===== config.mk =====
export PLATFORM = sky130hd
export DESIGN_NAME = pug_gpio_port
export DESIGN_NICKNAME = d
export VERILOG_FILES = /design/src/hw/pug_pkg.sv /design/src/hw/pug_gpio_port.sv /design/src/hw/pug_sync.sv
export SDC_FILE = /design/constraint.sdc
export NUM_CORES = 1
export LEC_CHECK = 0
export ABC_AREA = 0
export BUFFER_PORTS_ARGS = -buffer_cell sky130_fd_sc_hd__buf_2
export CAP_MARGIN = 10
export CORE_ASPECT_RATIO = 0.7
export CORE_UTILIZATION = 45
export CTS_BUF_LIST = sky130_fd_sc_hd__clkbuf_2 sky130_fd_sc_hd__clkbuf_4 sky130_fd_sc_hd__clkbuf_8
export CTS_CLUSTER_DIAMETER = 60
export DETAILED_ROUTE_END_ITERATION = 10
export GPL_TIMING_DRIVEN = 0
export PLACE_DENSITY = 0.69
export SLEW_MARGIN = 10
export SYNTH_ARGS = -nofsm -noshare
export SYNTH_HDL_FRONTEND = slang
export SYNTH_SLANG_ARGS = --single-unit

===== constraint.sdc =====
create_clock -name core_clk -period 2.1 [get_ports core_clk]
set_clock_uncertainty 0.15 [all_clocks]
set_input_delay 0.105 -clock core_clk [delete_from_list [all_inputs] [get_ports core_clk]]
set_output_delay 0.105 -clock core_clk [all_outputs]
set_load 0.03 [all_outputs]

===== src/hw/pug_pkg.sv =====
package pug_pkg;
   // Register byte addresses on the AXI4-Lite slave
   localparam logic [4:0] PUG_OFF_OUTPUT_DATA = 5'h00;
   localparam logic [4:0] PUG_OFF_PIN_LEVELS = 5'h04;
   localparam logic [4:0] PUG_OFF_DIRECTION = 5'h08;
   localparam logic [4:0] PUG_OFF_DRIVE_STRENGTH = 5'h0c;
   localparam logic [4:0] PUG_OFF_PULL_ENABLE = 5'h10;
   localparam logic [4:0] PUG_OFF_PULL_POLARITY = 5'h14;
   localparam logic [4:0] PUG_OFF_FUNCTION_ROUTING = 5'h18;
   // Widths and reset values
   localparam int PUG_PINS = 8;
   localparam int PUG_TIMER_PINS = 4;
   localparam logic [7:0] PUG_RESET_BYTE = 8'h00;
   localparam logic [1:0] PUG_RESP_OKAY = 2'h0;
   localparam logic [1:0] PUG_RESP_SLVERR = 2'h2;
   // Synchroniser depth on the pin input path
   localparam int PUG_SYNC_STAGES = 2;
endpackage


===== src/hw/pug_gpio_port.sv =====
`timescale 1ns/10ps
module pug_gpio_port
   import pug_pkg::*;
(
   // Clock and reset
   input wire logic core_clk,
   input wire logic rst_b,
   // AXI4-Lite write address and data
   input wire logic [4:0] s_axi_awaddr,
   input wire logic s_axi_awvalid,
   output logic s_axi_awready,
   input wire logic [31:0] s_axi_wdata,
   input wire logic [3:0] s_axi_wstrb,
   input wire logic s_axi_wvalid,
   output logic s_axi_wready,
   // AXI4-Lite write response
   output logic [1:0] s_axi_bresp,
   output logic s_axi_bvalid,
   input wire logic s_axi_bready,
   // AXI4-Lite read
   input wire logic [4:0] s_axi_araddr,
   input wire logic s_axi_arvalid,
   output logic s_axi_arready,
   output logic [31:0] s_axi_rdata,
   output logic [1:0] s_axi_rresp,
   output logic s_axi_rvalid,
   input wire logic s_axi_rready,
   // On-chip timer: enable, per-channel output compare select and level
   input wire logic timer_enable,
   input wire logic [3:0] timer_oc_enable,
   input wire logic [3:0] timer_oc_level,
   // On-chip PWM: per-channel enable and waveform
   input wire logic [7:0] pwm_enable,
   input wire logic [7:0] pwm_wave,
   // Pads
   input wire logic [7:0] pin_in,
   output logic [7:0] pin_out,
   output logic [7:0] pin_oe_b,
   output logic [7:0] pin_reduced_drive,
   output logic [7:0] pin_pull_on,
   output logic [7:0] pin_pull_down,
   // Synchronised levels toward timer input capture
   output logic [7:0] pin_level_sync
);
   typedef enum logic [1:0] {PUG_W_IDLE, PUG_W_RESP} pug_wstate_type;

   logic [7:0] port_output_data;
   logic [7:0] port_direction;
   logic [7:0] port_drive_strength;
   logic [7:0] port_pull_enable;
   logic [7:0] port_pull_polarity;
   logic [7:0] port_function_routing;
   logic [7:0] pin_sync;
   pug_wstate_type wstate;
   logic aw_held;
   logic w_held;
   logic [4:0] aw_addr;
   logic [31:0] w_data;
   logic [3:0] w_strb;

   pug_sync u_sync (
      .core_clk(core_clk),
      .rst_b(rst_b),
      .pin_async(pin_in),
      .pin_sync(pin_sync)
   );

   // Per-pin ownership: which function drives the pin and its direction
   logic [7:0] timer_owns;
   logic [7:0] pwm_owns;
   logic [7:0] next_pin_out;
   logic [7:0] next_oe_b;
   logic [7:0] next_pull_on;
   logic [7:0] next_pull_down;
   logic [7:0] next_reduced;

   genvar gi;
   generate
      for (gi = 0; gi < PUG_PINS; gi++) begin : g_pin
         wire logic timer_req;
         wire logic is_output;
         if (gi < PUG_TIMER_PINS) begin : g_tim
            // Only the lower pins carry timer compare outputs
            assign timer_req = timer_enable & timer_oc_enable[gi];
         end else begin : g_notim
            assign timer_req = 1'b0;
         end
         // Routing bit resolves a clash; otherwise whoever is enabled wins
         assign timer_owns[gi] = timer_req & ~(pwm_enable[gi] & port_function_routing[gi]);
         assign pwm_owns[gi] = pwm_enable[gi] & ~(timer_req & ~port_function_routing[gi]);
         // Peripheral outranks the direction bit; capture pins fall through to it
         assign is_output = timer_owns[gi] | pwm_owns[gi] | port_direction[gi];
         assign next_oe_b[gi] = ~is_output;
         assign next_pin_out[gi] = timer_owns[gi] ? (gi < PUG_TIMER_PINS ?
            timer_oc_level[gi % PUG_TIMER_PINS] : 1'b0) :
            pwm_owns[gi] ? pwm_wave[gi] : port_output_data[gi];
         assign next_reduced[gi] = is_output & port_drive_strength[gi];
         // Polarity only counts for a true input with pull enabled
         assign next_pull_on[gi] = ~is_output & port_pull_enable[gi];
         assign next_pull_down[gi] = ~is_output & port_pull_enable[gi] &
            port_pull_polarity[gi];
      end
   endgenerate

   // Pad controls registered so every output comes from a flop
   always_ff @(posedge core_clk or negedge rst_b) begin
      if (!rst_b) begin
         pin_out <= PUG_RESET_BYTE;
         pin_oe_b <= 8'hff;
         pin_reduced_drive <= PUG_RESET_BYTE;
         pin_pull_on <= PUG_RESET_BYTE;
         pin_pull_down <= PUG_RESET_BYTE;
         pin_level_sync <= PUG_RESET_BYTE;
      end else begin
         pin_out <= next_pin_out;
         pin_oe_b <= next_oe_b;
         pin_reduced_drive <= next_reduced;
         pin_pull_on <= next_pull_on;
         pin_pull_down <= next_pull_down;
         pin_level_sync <= pin_sync;
      end
   end

   // Write channel decode: address and data may arrive in either order
   wire logic w_fire = aw_held & w_held & (wstate == PUG_W_IDLE);
   wire logic sel_out = aw_addr == PUG_OFF_OUTPUT_DATA;
   wire logic sel_lvl = aw_addr == PUG_OFF_PIN_LEVELS;
   wire logic sel_dir = aw_addr == PUG_OFF_DIRECTION;
   wire logic sel_drv = aw_addr == PUG_OFF_DRIVE_STRENGTH;
   wire logic sel_pen = aw_addr == PUG_OFF_PULL_ENABLE;
   wire logic sel_pol = aw_addr == PUG_OFF_PULL_POLARITY;
   wire logic sel_rte = aw_addr == PUG_OFF_FUNCTION_ROUTING;
   wire logic w_mapped = sel_out | sel_lvl | sel_dir | sel_drv | sel_pen | sel_pol | sel_rte;
   wire logic w_lane0 = w_fire & w_strb[0];
   wire logic [7:0] wbyte = w_data[7:0];

   // Address and data capture, one write in flight
   always_ff @(posedge core_clk or negedge rst_b) begin
      if (!rst_b) begin
         aw_held <= 1'b0;
         w_held <= 1'b0;
         aw_addr <= 5'h00;
         w_data <= 32'h0000_0000;
         w_strb <= 4'h0;
      end else begin
         if (s_axi_awvalid & s_axi_awready) begin
            aw_held <= 1'b1;
            aw_addr <= s_axi_awaddr;
         end else if (w_fire) begin
            aw_held <= 1'b0;
         end
         if (s_axi_wvalid & s_axi_wready) begin
            w_held <= 1'b1;
            w_data <= s_axi_wdata;
            w_strb <= s_axi_wstrb;
         end else if (w_fire) begin
            w_held <= 1'b0;
         end
      end
   end

   // Ready only while the holding slot is empty and no response is pending
   always_ff @(posedge core_clk or negedge rst_b) begin
      if (!rst_b) begin
         s_axi_awready <= 1'b0;
         s_axi_wready <= 1'b0;
      end else begin
         s_axi_awready <= ~aw_held & ~(s_axi_awvalid & s_axi_awready) & (wstate == PUG_W_IDLE);
         s_axi_wready <= ~w_held & ~(s_axi_wvalid & s_axi_wready) & (wstate == PUG_W_IDLE);
      end
   end

   // Response state machine
   always_ff @(posedge core_clk or negedge rst_b) begin
      if (!rst_b) begin
         wstate <= PUG_W_IDLE;
         s_axi_bvalid <= 1'b0;
         s_axi_bresp <= PUG_RESP_OKAY;
      end else begin
         case (wstate)
            PUG_W_IDLE: begin
               if (w_fire) begin
                  wstate <= PUG_W_RESP;
                  s_axi_bvalid <= 1'b1;
                  s_axi_bresp <= w_mapped ? PUG_RESP_OKAY : PUG_RESP_SLVERR;
               end
            end
            PUG_W_RESP: begin
               if (s_axi_bready) begin
                  wstate <= PUG_W_IDLE;
                  s_axi_bvalid <= 1'b0;
               end
            end
            default: begin
               wstate <= PUG_W_IDLE;
               s_axi_bvalid <= 1'b0;
            end
         endcase
      end
   end

   // Configuration registers accept writes at any time; pin levels ignore them
   always_ff @(posedge core_clk or negedge rst_b) begin
      if (!rst_b) begin
         port_output_data <= PUG_RESET_BYTE;
         port_direction <= PUG_RESET_BYTE;
         port_drive_strength <= PUG_RESET_BYTE;
         port_pull_enable <= PUG_RESET_BYTE;
         port_pull_polarity <= PUG_RESET_BYTE;
         port_function_routing <= PUG_RESET_BYTE;
      end else begin
         if (w_lane0 & sel_out) port_output_data <= wbyte;
         if (w_lane0 & sel_dir) port_direction <= wbyte;
         if (w_lane0 & sel_drv) port_drive_strength <= wbyte;
         if (w_lane0 & sel_pen) port_pull_enable <= wbyte;
         if (w_lane0 & sel_pol) port_pull_polarity <= wbyte;
         if (w_lane0 & sel_rte) port_function_routing <= wbyte;
      end
   end

   // Read path; pin values lag the pads by the synchroniser depth
   wire logic [7:0] out_read = (port_direction & port_output_data) |
      (~port_direction & pin_sync);
   logic [7:0] rd_byte;
   logic rd_ok;
   always_comb begin
      rd_byte = 8'h00;
      rd_ok = 1'b1;
      case (s_axi_araddr)
         PUG_OFF_OUTPUT_DATA: rd_byte = out_read;
         PUG_OFF_PIN_LEVELS: rd_byte = pin_sync;
         PUG_OFF_DIRECTION: rd_byte = port_direction;
         PUG_OFF_DRIVE_STRENGTH: rd_byte = port_drive_strength;
         PUG_OFF_PULL_ENABLE: rd_byte = port_pull_enable;
         PUG_OFF_PULL_POLARITY: rd_byte = port_pull_polarity;
         PUG_OFF_FUNCTION_ROUTING: rd_byte = port_function_routing;
         default: rd_ok = 1'b0;
      endcase
   end

   // Read handshake: arready high while idle, data one cycle later
   always_ff @(posedge core_clk or negedge rst_b) begin
      if (!rst_b) begin
         s_axi_arready <= 1'b0;
         s_axi_rvalid <= 1'b0;
         s_axi_rdata <= 32'h0000_0000;
         s_axi_rresp <= PUG_RESP_OKAY;
      end else begin
         if (s_axi_arvalid & s_axi_arready) begin
            s_axi_arready <= 1'b0;
            s_axi_rvalid <= 1'b1;
            s_axi_rdata <= {24'h000000, rd_byte};
            s_axi_rresp <= rd_ok ? PUG_RESP_OKAY : PUG_RESP_SLVERR;
         end else if (s_axi_rvalid & s_axi_rready) begin
            s_axi_rvalid <= 1'b0;
            s_axi_arready <= 1'b1;
         end else if (~s_axi_rvalid) begin
            s_axi_arready <= 1'b1;
         end
      end
   end
endmodule


===== src/hw/pug_sync.sv =====
`timescale 1ns/10ps
module pug_sync
   import pug_pkg::*;
(
   // Clock and reset
   input wire logic core_clk,
   input wire logic rst_b,
   // Asynchronous pin levels in, synchronised levels out
   input wire logic [7:0] pin_async,
   output logic [7:0] pin_sync
);
   logic [7:0] stage_one;

   // Two flops per pin; the first stage feeds only the second
   always_ff @(posedge core_clk or negedge rst_b) begin
      if (!rst_b) begin
         stage_one <= PUG_RESET_BYTE;
         pin_sync <= PUG_RESET_BYTE;
      end else begin
         stage_one <= pin_async;
         pin_sync <= stage_one;
      end
   end
endmodule


==> flow_summary.yaml, run 1 <==
worst_setup_path:
  reg2reg_to: "port_drive_strength[1]"
  critPathLaunchType: "flop"
  r2r_start: "s_axi_bvalid"
  ff2ff_setup_slack_ns: 0.09
  slowest_delay_ns: 0.43
  required_ns: 2.27
  crit_path_end: "port_drive_strength[1]"
  cp_top_family: "simple AND/OR/NAND/NOR gates"
  ff2ff_path_depth: 4
  crit_path_cell_trace: "nand3b_4 -> nor4b_4 -> nand4b_4 -> mux2_2"
  critPathBufInv: 0
  cp-end-kind: "flop"
  cp.depth: 4
  crit_fanout: 8
  crit_start: "s_axi_bvalid"
  cp_slowest_cell: "dfrtp_1"
  path_class: "reg -> reg"
  cp.arrival_ns: 2.19
timing:
  post-route-min-period_ns: 2.01
  finalCritPeriodShare: 0.959
  max_freq_mhz: 497
  worst_slew_pin_slew_ns: 0.833
  hold_ws_ns: 0.0618
  relSlewSlack: 0.443
  setup_violations: 0
  rsz0062_at_grt: "no"
  drv_slew: 0
  hold_viol: 0
floorplanning:
  die_h_um: 96.8
  coreArea_um2: 12500
  die_w_um: 137
  ios: 175
  start_util: 0.464
  dieArea_um2: 13300
  row_count: 34
finish:
  final_area_um2: 7850
  area_growth_pct: 35.9
  layout-drive-gt1-share: 0.405
  diodes: 0
  ff_latch_area_um2: 3590
  multiInputGateArea_um2: 2050
  finalNetCount: 732
  fillers: 968
synth:
  yosys.area.top_type: "dfrtp_1"
  yosys-top-cells-count: "dfrtp_1 (135), mux2_2 (67), buf_4 (26), nor2b_1 (16), nand2_1 (15)"
  synth_flop_cell: "dfrtp_1"
  synthMostInstantiatedCell: "dfrtp_1"
  synth_top_area_frac: 0.585
  synth_async_sr_flop_share: 1.00
  yosysWarnings: 0
  synth.avg_cell_area_um2: 13.7
  ys_seq_area_frac: 0.621
  yosys_register_bits: 143
  synth.area.top_cells: "dfrtp_1 (58%), mux2_2 (13%), dfstp_2 (3.6%)"
  ys_types: 45
  synth_cells: 421
  synth_area_um2: 5780
  synth_edf_count: 0
routing:
  drc_errors: 0
  wirelength_um: 14400
  drt_iter0_markers: 209
  routedWlPerCell_um: 17.6
  vias: 4261
  postRouteAntennaNets: 0
  dr.pass1.iters: 5
  viasPerCell: 5.19
cts:
  worstSkewPairLatency_ns: 0.44
  tritoncts: "built"
  cts.sinks: 143
  cts-buffers-inserted: 17
  ctsRootBufferMaster: "clkbuf_8"
  clkTransAtPathRegs_ns: 0.07
  clockBufferDepth: 2
  cts_max_level: 4
flow_run:
  cap_violations: 0
global_routing:
  antenna_found_initial: 0
  grt_max_degree: 76
  grt_first_pass_wirelength_um: 22400
  grt_usage: 0.229
  grt_pass1_vias: 4217
  overflow: 0
placed_design:
  post-dp-hpwl_um: 9510
  io_buffers: 118
  place_congestion: 0.880
  placed_area_um2: 6700
power_and_ir_drop:
  power.total_mw: 8.84
  irDropWorstVdd_v: 0.000797
  p_per_area_nw_per_um2: 1130
  leakage_nw: 3.92
hold_path:
  hp-class: "in -> reg"
status:
  outcome: "complete, no violations"
==> logic make-up after synthesis <==
family | share of synthesized area
and+or+nand+nor | 0.100
muxes | 0.150
DFF | 0.621
other | 0.000649
AOI/OAI and AO/OA | 0.0823
buffers and inverters | 0.0463
==> power by group <==
| part | switching, mW | internal, mW | total, mW |
|---|---|---|---|
| Combinational | 1.14 | 1.03 | 2.17 |
| Sequential | 0.667 | 3.51 | 4.17 |
| Clock | 1.02 | 1.49 | 2.50 |
==> final cells by class <==
class                      count  area share
sequential                   143       0.457
inverter                       5     0.00239
buffer                        37      0.0312
tap                          162      0.0258
clock inverter                 9      0.0193
multi-input combinational    260       0.261
timing repair buffer         182       0.163
clock buffer                  23      0.0403
==> stage by stage <==
step | setup slack, ns | utilization | setup TNS, ns | std cells
2_1_floorplan | 0.0504 | - | 0 | 446
3_3_place_gp | -1.13 | 0.535 | -156.76 | 726
3_5_place_dp | -0.169 | 0.538 | -3.32 | 727
4_1_cts | -0.0994 | 0.628 | -1.20 | 821
5_1_grt | 0.000658 | 0.630 | 0 | 821
6_report | 0.0865 | 0.630 | 0 | 821
==> worst min-delay path by stage <==
| stage | startpoint | end | slack (ns) | depth (start not counted) |
|---|---|---|---|---|
| after floorplan | rst_b | aw_addr[0] | -0.34 | 0 |
| after global placement | pin_in[4] | u_sync.stage_one[4] | 0.06 | 1 |
| after detailed placement | rst_b | pin_reduced_drive[6] | -0.008 | 1 |
| after CTS | timer_oc_enable[2] | pin_out[2] | 0.002 | 4 |
| after global routing | timer_oc_enable[2] | pin_out[2] | 0.1 | 4 |
| final | timer_oc_enable[2] | pin_out[2] | 0.06 | 4 |
==> metal layers <==
metal | vias to the layer above | GRT usage | share of wire | routed length, µm
li1 | 1930 | - | - | -
met1 | 2125 | 0.317 | 0.45 | 6470
met2 | 179 | 0.339 | 0.46 | 6670
met3 | 27 | 0.0645 | 0.071 | 1020
met4 | 0 | 0.0904 | 0.018 | 266
met5 | - | 0 | 0 | 0
==> cells in the final DEF, fill, tap and decap left out, types with 4 or more instances in the layout <==
| cell | n |
|---|---|
| dfrtp_1 | 135 |
| inv_1 | 5 |
| o221ai_1 | 7 |
| dfstp_2 | 8 |
| clkbuf_1 | 8 |
| mux2_2 | 67 |
| conb_1 | 26 |
| nand2_1 | 15 |
| o21ai_0 | 9 |
| nor2_1 | 8 |
| mux2i_1 | 10 |
| a211oi_1 | 5 |
| buf_4 | 28 |
| clkbuf_8 | 23 |
| bufinv_16 | 4 |
| nand3_1 | 14 |
| a21boi_0 | 4 |
| buf_2 | 118 |
| a21oi_1 | 10 |
| o211ai_1 | 4 |
| and3_1 | 10 |
| dlygate4sd3_1 | 58 |
| nor2b_1 | 16 |
| nand2b_1 | 4 |
| a32o_1 | 4 |
| a22oi_1 | 6 |
| and2_1 | 10 |
==> worst reg2reg max path, delay by kind of cell, from the launching register on <==
family	cells	cell delay [ns]
and+or+nand+nor	3	0.95
muxes	1	0.37
DFF	1	0.43
==> timing repair <==
item	CTS	global route
setup endpoints to repair	48	17
pin swaps	3	1
buffers inserted	3	2
hold endpoints to repair	139	0
resized for setup	1	3
hold buffers	59	0
Note: power is estimated with default switching activity, not from simulation.
==> inputs of run 2 (changes only) <==
--- a/config.mk
+++ b/config.mk
@@ -5,7 +5,6 @@
 export SDC_FILE = /design/constraint.sdc
 export NUM_CORES = 1
 export LEC_CHECK = 0
-export ABC_AREA = 0
 export BUFFER_PORTS_ARGS = -buffer_cell sky130_fd_sc_hd__buf_2
 export CAP_MARGIN = 10
 export CORE_ASPECT_RATIO = 0.7
@@ -14,7 +13,7 @@
 export CTS_CLUSTER_DIAMETER = 60
 export DETAILED_ROUTE_END_ITERATION = 10
 export GPL_TIMING_DRIVEN = 0
-export PLACE_DENSITY = 0.69
+export PLACE_DENSITY = 0.81
 export SLEW_MARGIN = 10
 export SYNTH_ARGS = -nofsm -noshare
 export SYNTH_HDL_FRONTEND = slang
==> flow_summary.yaml, run 2 (same netlist as run 1, synthesis figures left out) <==
timing:
  drv_slew: 0
  setup_violations: 0
  hold_viol: 0
  worst_slew_pin_slew_ns: 0.869
  relSlewSlack: 0.419
  hold_ws_ns: 0.0629
  finalCritPeriodShare: 0.961
  rsz0062_at_grt: "no"
  max_freq_mhz: 496
  fin_ws_ns: 0.0824
  post-route-min-period_ns: 2.02
  setup_tns_ns: 0
global_routing:
  antenna_found_initial: 0
  grt_pass1_vias: 4443
  grt_max_degree: 87
  overflow: 0
  grt_first_pass_wirelength_um: 22900
  grt_usage: 0.230
floorplanning:
  start_util: 0.464
  die_h_um: 96.8
  dieArea_um2: 13300
  die_w_um: 137
  row_count: 34
  coreArea_um2: 12500
  ios: 175
status:
  outcome: "complete, no violations"
routing:
  drt_iter0_markers: 240
  routedWlPerCell_um: 17.4
  postRouteAntennaNets: 0
  drc_errors: 0
  vias: 4235
  wirelength_um: 14500
  viasPerCell: 5.10
  dr.pass1.iters: 5
worst_setup_path:
  path_class: "reg -> reg"
  crit_path_cell_trace: "nand3b_4 -> nor4b_4 -> nand4b_4 -> mux2_2"
  slowest_delay_ns: 0.44
  r2r_start: "s_axi_bvalid"
  crit_fanout: 8
  cp.arrival_ns: 2.17
  cp-end-kind: "flop"
  ff2ff_path_depth: 4
  cp.depth: 4
  cp_slowest_cell: "dfrtp_2"
  critPathLaunchType: "flop"
  critPathBufInv: 0
  cp_top_family: "simple AND/OR/NAND/NOR gates"
  required_ns: 2.26
  crit_start: "s_axi_bvalid"
power_and_ir_drop:
  power.total_mw: 8.48
  irDropWorstVdd_v: 0.000754
  p_per_area_nw_per_um2: 1080
  leakage_nw: 3.91
finish:
  area_growth_pct: 35.3
  layout-drive-gt1-share: 0.406
  most-common-layout-cells: "dfrtp_1 (134), buf_2 (118), mux2_2 (67)"
  finalNetCount: 741
  diodes: 0
  final_area_um2: 7820
  final_common_cell: "dfrtp_1"
cts:
  cts-buffers-inserted: 17
  clockBufferDepth: 2
  worstSkewPairLatency_ns: 0.42
  cts.sinks: 143
  tritoncts: "built"
  cts_max_level: 4
  ctsRootBufferMaster: "clkbuf_8"
  clkTransAtPathRegs_ns: 0.08
placed_design:
  dp_slack_ns: -0.165
  io_buffers: 118
  place_congestion: 0.834
  placed_area_um2: 6700
  post-dp-hpwl_um: 9600
hold_path:
  hp-class: "in -> async"
flow_run:
  cap_violations: 0
[run 2: layer usage]
layer  GRT usage  vias up  routed length (µm)
met5           0        -                   0
met2       0.366      158                7000
met4      0.0744        0                 209
li1            -     1949                   -
met3      0.0666       21                1210
met1       0.302     2107                6030
[run 2: timing repair]
item | in CTS | in global routing
pin swaps | 3 | 1
gates resized for setup | 1 | 4
hold buffers | 63 | 0
setup endpoints to repair | 48 | 27
endpoints found under the hold margin | 144 | 0
setup buffers | 5 | 3
[run 2: final cells by class]
type / count / area (µm²)
flip-flops and latches: 143 / 3590
plain buffers: 38 / 249
fillers: 968 / 4640
multi-input cells: 260 / 2050
well taps: 162 / 203
clock inverters: 8 / 92.6
clock buffers: 24 / 293
repair buffers: 190 / 1330
inverters: 5 / 18.8
[run 2: final timing paths]
path                                              end  slack, ns
min in group core_clk                      pin_out[0]       0.08
worst min-delay path                   pin_pull_on[3]       0.06
worst min register to register     u_sync.pin_sync[3]       0.20
max in group asynchronous                 pin_oe_b[4]       0.89
worst max register to register  port_pull_polarity[0]       0.08
worst max-delay path            port_pull_polarity[0]       0.08
[run 2: through the flow]
step | utilization | cells
floorplan | - | 446
global placement | 0.535 | 726
detailed placement | 0.538 | 727
CTS | 0.623 | 827
global route | 0.627 | 830
finish | 0.627 | 830
[run 2: power breakdown]
group,total (mW),leakage [nW],switching (mW),internal (mW)
sequential,4.17,1.84,0.665,3.51
clock,2.11,0.205,0.957,1.16
combinational,2.19,1.86,1.15,1.04
==> inputs of run 3 (changes only) <==
--- a/config.mk
+++ b/config.mk
@@ -8,12 +8,13 @@
 export BUFFER_PORTS_ARGS = -buffer_cell sky130_fd_sc_hd__buf_2
 export CAP_MARGIN = 10
 export CORE_ASPECT_RATIO = 0.7
-export CORE_UTILIZATION = 45
+export CORE_UTILIZATION = 53
 export CTS_BUF_LIST = sky130_fd_sc_hd__clkbuf_2 sky130_fd_sc_hd__clkbuf_4 sky130_fd_sc_hd__clkbuf_8
 export CTS_CLUSTER_DIAMETER = 60
 export DETAILED_ROUTE_END_ITERATION = 10
 export GPL_TIMING_DRIVEN = 0
-export PLACE_DENSITY = 0.81
+export HOLD_SLACK_MARGIN = 0.08
+export PLACE_DENSITY = 0.92
 export SLEW_MARGIN = 10
 export SYNTH_ARGS = -nofsm -noshare
 export SYNTH_HDL_FRONTEND = slang
==> flow_summary.yaml, run 3 (same netlist as run 1, synthesis figures left out) <==
flow_run:
  cap_violations: 0
finish:
  finalNetCount: 740
  final_area_um2: 7830
  most-common-layout-cells: "dfrtp_1 (134), buf_2 (118), mux2_2 (67)"
  final_common_cell: "dfrtp_1"
  area_growth_pct: 35.4
  layout-drive-gt1-share: 0.401
  diodes: 0
worst_setup_path:
  slowest_delay_ns: 0.44
  crit_path_cell_trace: "nand3b_4 -> nand4bb_1 -> buf_6 -> nor3b_4 -> buf_4 -> mux2_2"
  cp.arrival_ns: 2.16
  cp-end-kind: "flop"
  crit_fanout: 6
  critPathBufInv: 2
  path_class: "reg -> reg"
  critPathLaunchType: "flop"
  cp_top_family: "simple AND/OR/NAND/NOR gates"
  required_ns: 2.26
  cp_slowest_cell: "dfrtp_2"
floorplanning:
  row_count: 31
  ios: 175
  die_h_um: 89.4
  coreArea_um2: 10500
  dieArea_um2: 11300
  start_util: 0.552
  die_w_um: 127
timing:
  relSlewSlack: 0.387
  hold_viol: 0
  max_freq_mhz: 500
  finalCritPeriodShare: 0.952
  worst_slew_pin_slew_ns: 0.913
  post-route-min-period_ns: 2.00
  setup_violations: 0
  drv_slew: 0
  rsz0062_at_grt: "no"
global_routing:
  grt_max_degree: 91
  overflow: 0
  grt_first_pass_wirelength_um: 22700
  antenna_found_initial: 0
  grt_usage: 0.271
  grt_pass1_vias: 4415
routing:
  drt_iter0_markers: 321
  postRouteAntennaNets: 0
  dr.pass1.iters: 5
  routedWlPerCell_um: 18.5
  vias: 4398
  viasPerCell: 5.51
  drc_errors: 0
  wirelength_um: 14800
cts:
  cts-buffers-inserted: 17
  tritoncts: "built"
  clkTransAtPathRegs_ns: 0.07
  cts.sinks: 143
  cts_max_level: 4
  clockBufferDepth: 2
  ctsRootBufferMaster: "clkbuf_8"
  worstSkewPairLatency_ns: 0.43
placed_design:
  post-dp-hpwl_um: 9620
  io_buffers: 118
  place_congestion: 0.834
  placed_area_um2: 6660
power_and_ir_drop:
  p_per_area_nw_per_um2: 1120
  leakage_nw: 3.92
  irDropWorstVdd_v: 0.000705
  power.total_mw: 8.74
status:
  outcome: "complete, no violations"
hold_path:
  hp-class: "in -> reg"
==> run 3: cell count changes in the layout (fill, tap and decap cells not counted) <==
cell and change:
buf_4 -4, clkbuf_4 -4, clkinv_4 +2, clkinv_2 -1
buf_6 +1, dlygate4sd3_1 +2, bufinv_16 +2
==> run 3: layer usage <==
layer  vias to the layer above  part of all wire  GRT usage
li1                       1953                 -          -
met1                      2194              0.42      0.344
met2                       213              0.49      0.454
met3                        38             0.062     0.0634
met4                         0             0.028      0.121
met5                         -                 0          0
==> run 3: repair_timing <==
item	in CTS	in global routing
gates resized for setup	1	5
hold buffers	65	0
setup buffers	5	0
setup endpoints to repair	48	17
endpoints found under the hold margin	211	0
pin swaps	3	0
==> run 3: power breakdown <==
| part | internal (mW) | leakage [nW] | switching, mW |
|---|---|---|---|
| registers | 3.51 | 1.84 | 0.695 |
| clock network | 1.34 | 0.219 | 1.01 |
| logic | 1.02 | 1.85 | 1.17 |
| total | 5.86 | 3.92 | 2.88 |
==> run 3: path summary, 6_finish.rpt <==
| kind | slack [ns] | cells after the start | end | start |
|---|---|---|---|---|
| max in group asynchronous | 0.40 | 4 | pin_oe_b[2] | rst_b |
| min reg2reg | 0.20 | 0 | u_sync.pin_sync[5] | u_sync.stage_one[5] |
| min | 0.15 | 4 | s_axi_rdata[6] | s_axi_araddr[0] |
| max | 0.10 | 6 | port_direction[0] | s_axi_bvalid |
| min in group asynchronous | 0.59 | 3 | pin_reduced_drive[6] | rst_b |
| max reg2reg | 0.10 | 6 | port_direction[0] | s_axi_bvalid |
==> run 3: final cells by class <==
class	instances	area, µm²
inverters	5	18.8
plain buffers	38	249
well taps	132	165
fillers	648	2650
flip-flops and latches	143	3590
multi-input cells	260	2050
clock inverters	11	165
clock buffers	20	263
repair buffers	189	1330
==> run 3: metrics by stage <==
| step | util | instances | worst slack (ns) | hold slack (ns) | TNS, ns |
|---|---|---|---|---|---|
| floorplan | - | 446 | 0.0504 | -0.341 | 0 |
| global placement | 0.633 | 696 | -1.01 | 0.0626 | -137.22 |
| detailed placement | 0.636 | 697 | -0.114 | -0.0700 | -2.21 |
| CTS | 0.744 | 798 | -0.0618 | 0.106 | -0.636 |
| global route | 0.747 | 798 | 0.00970 | 0.128 | 0 |
| finish | 0.747 | 798 | 0.101 | 0.152 | 0 |
==> run 3: worst reg2reg max path, cell delays in order (launching register included) <==
cell	delay, ns
dfrtp_2	0.44
nand3b_4	0.20
nand4bb_1	0.21
buf_6	0.16
nor3b_4	0.21
buf_4	0.17
mux2_2	0.33
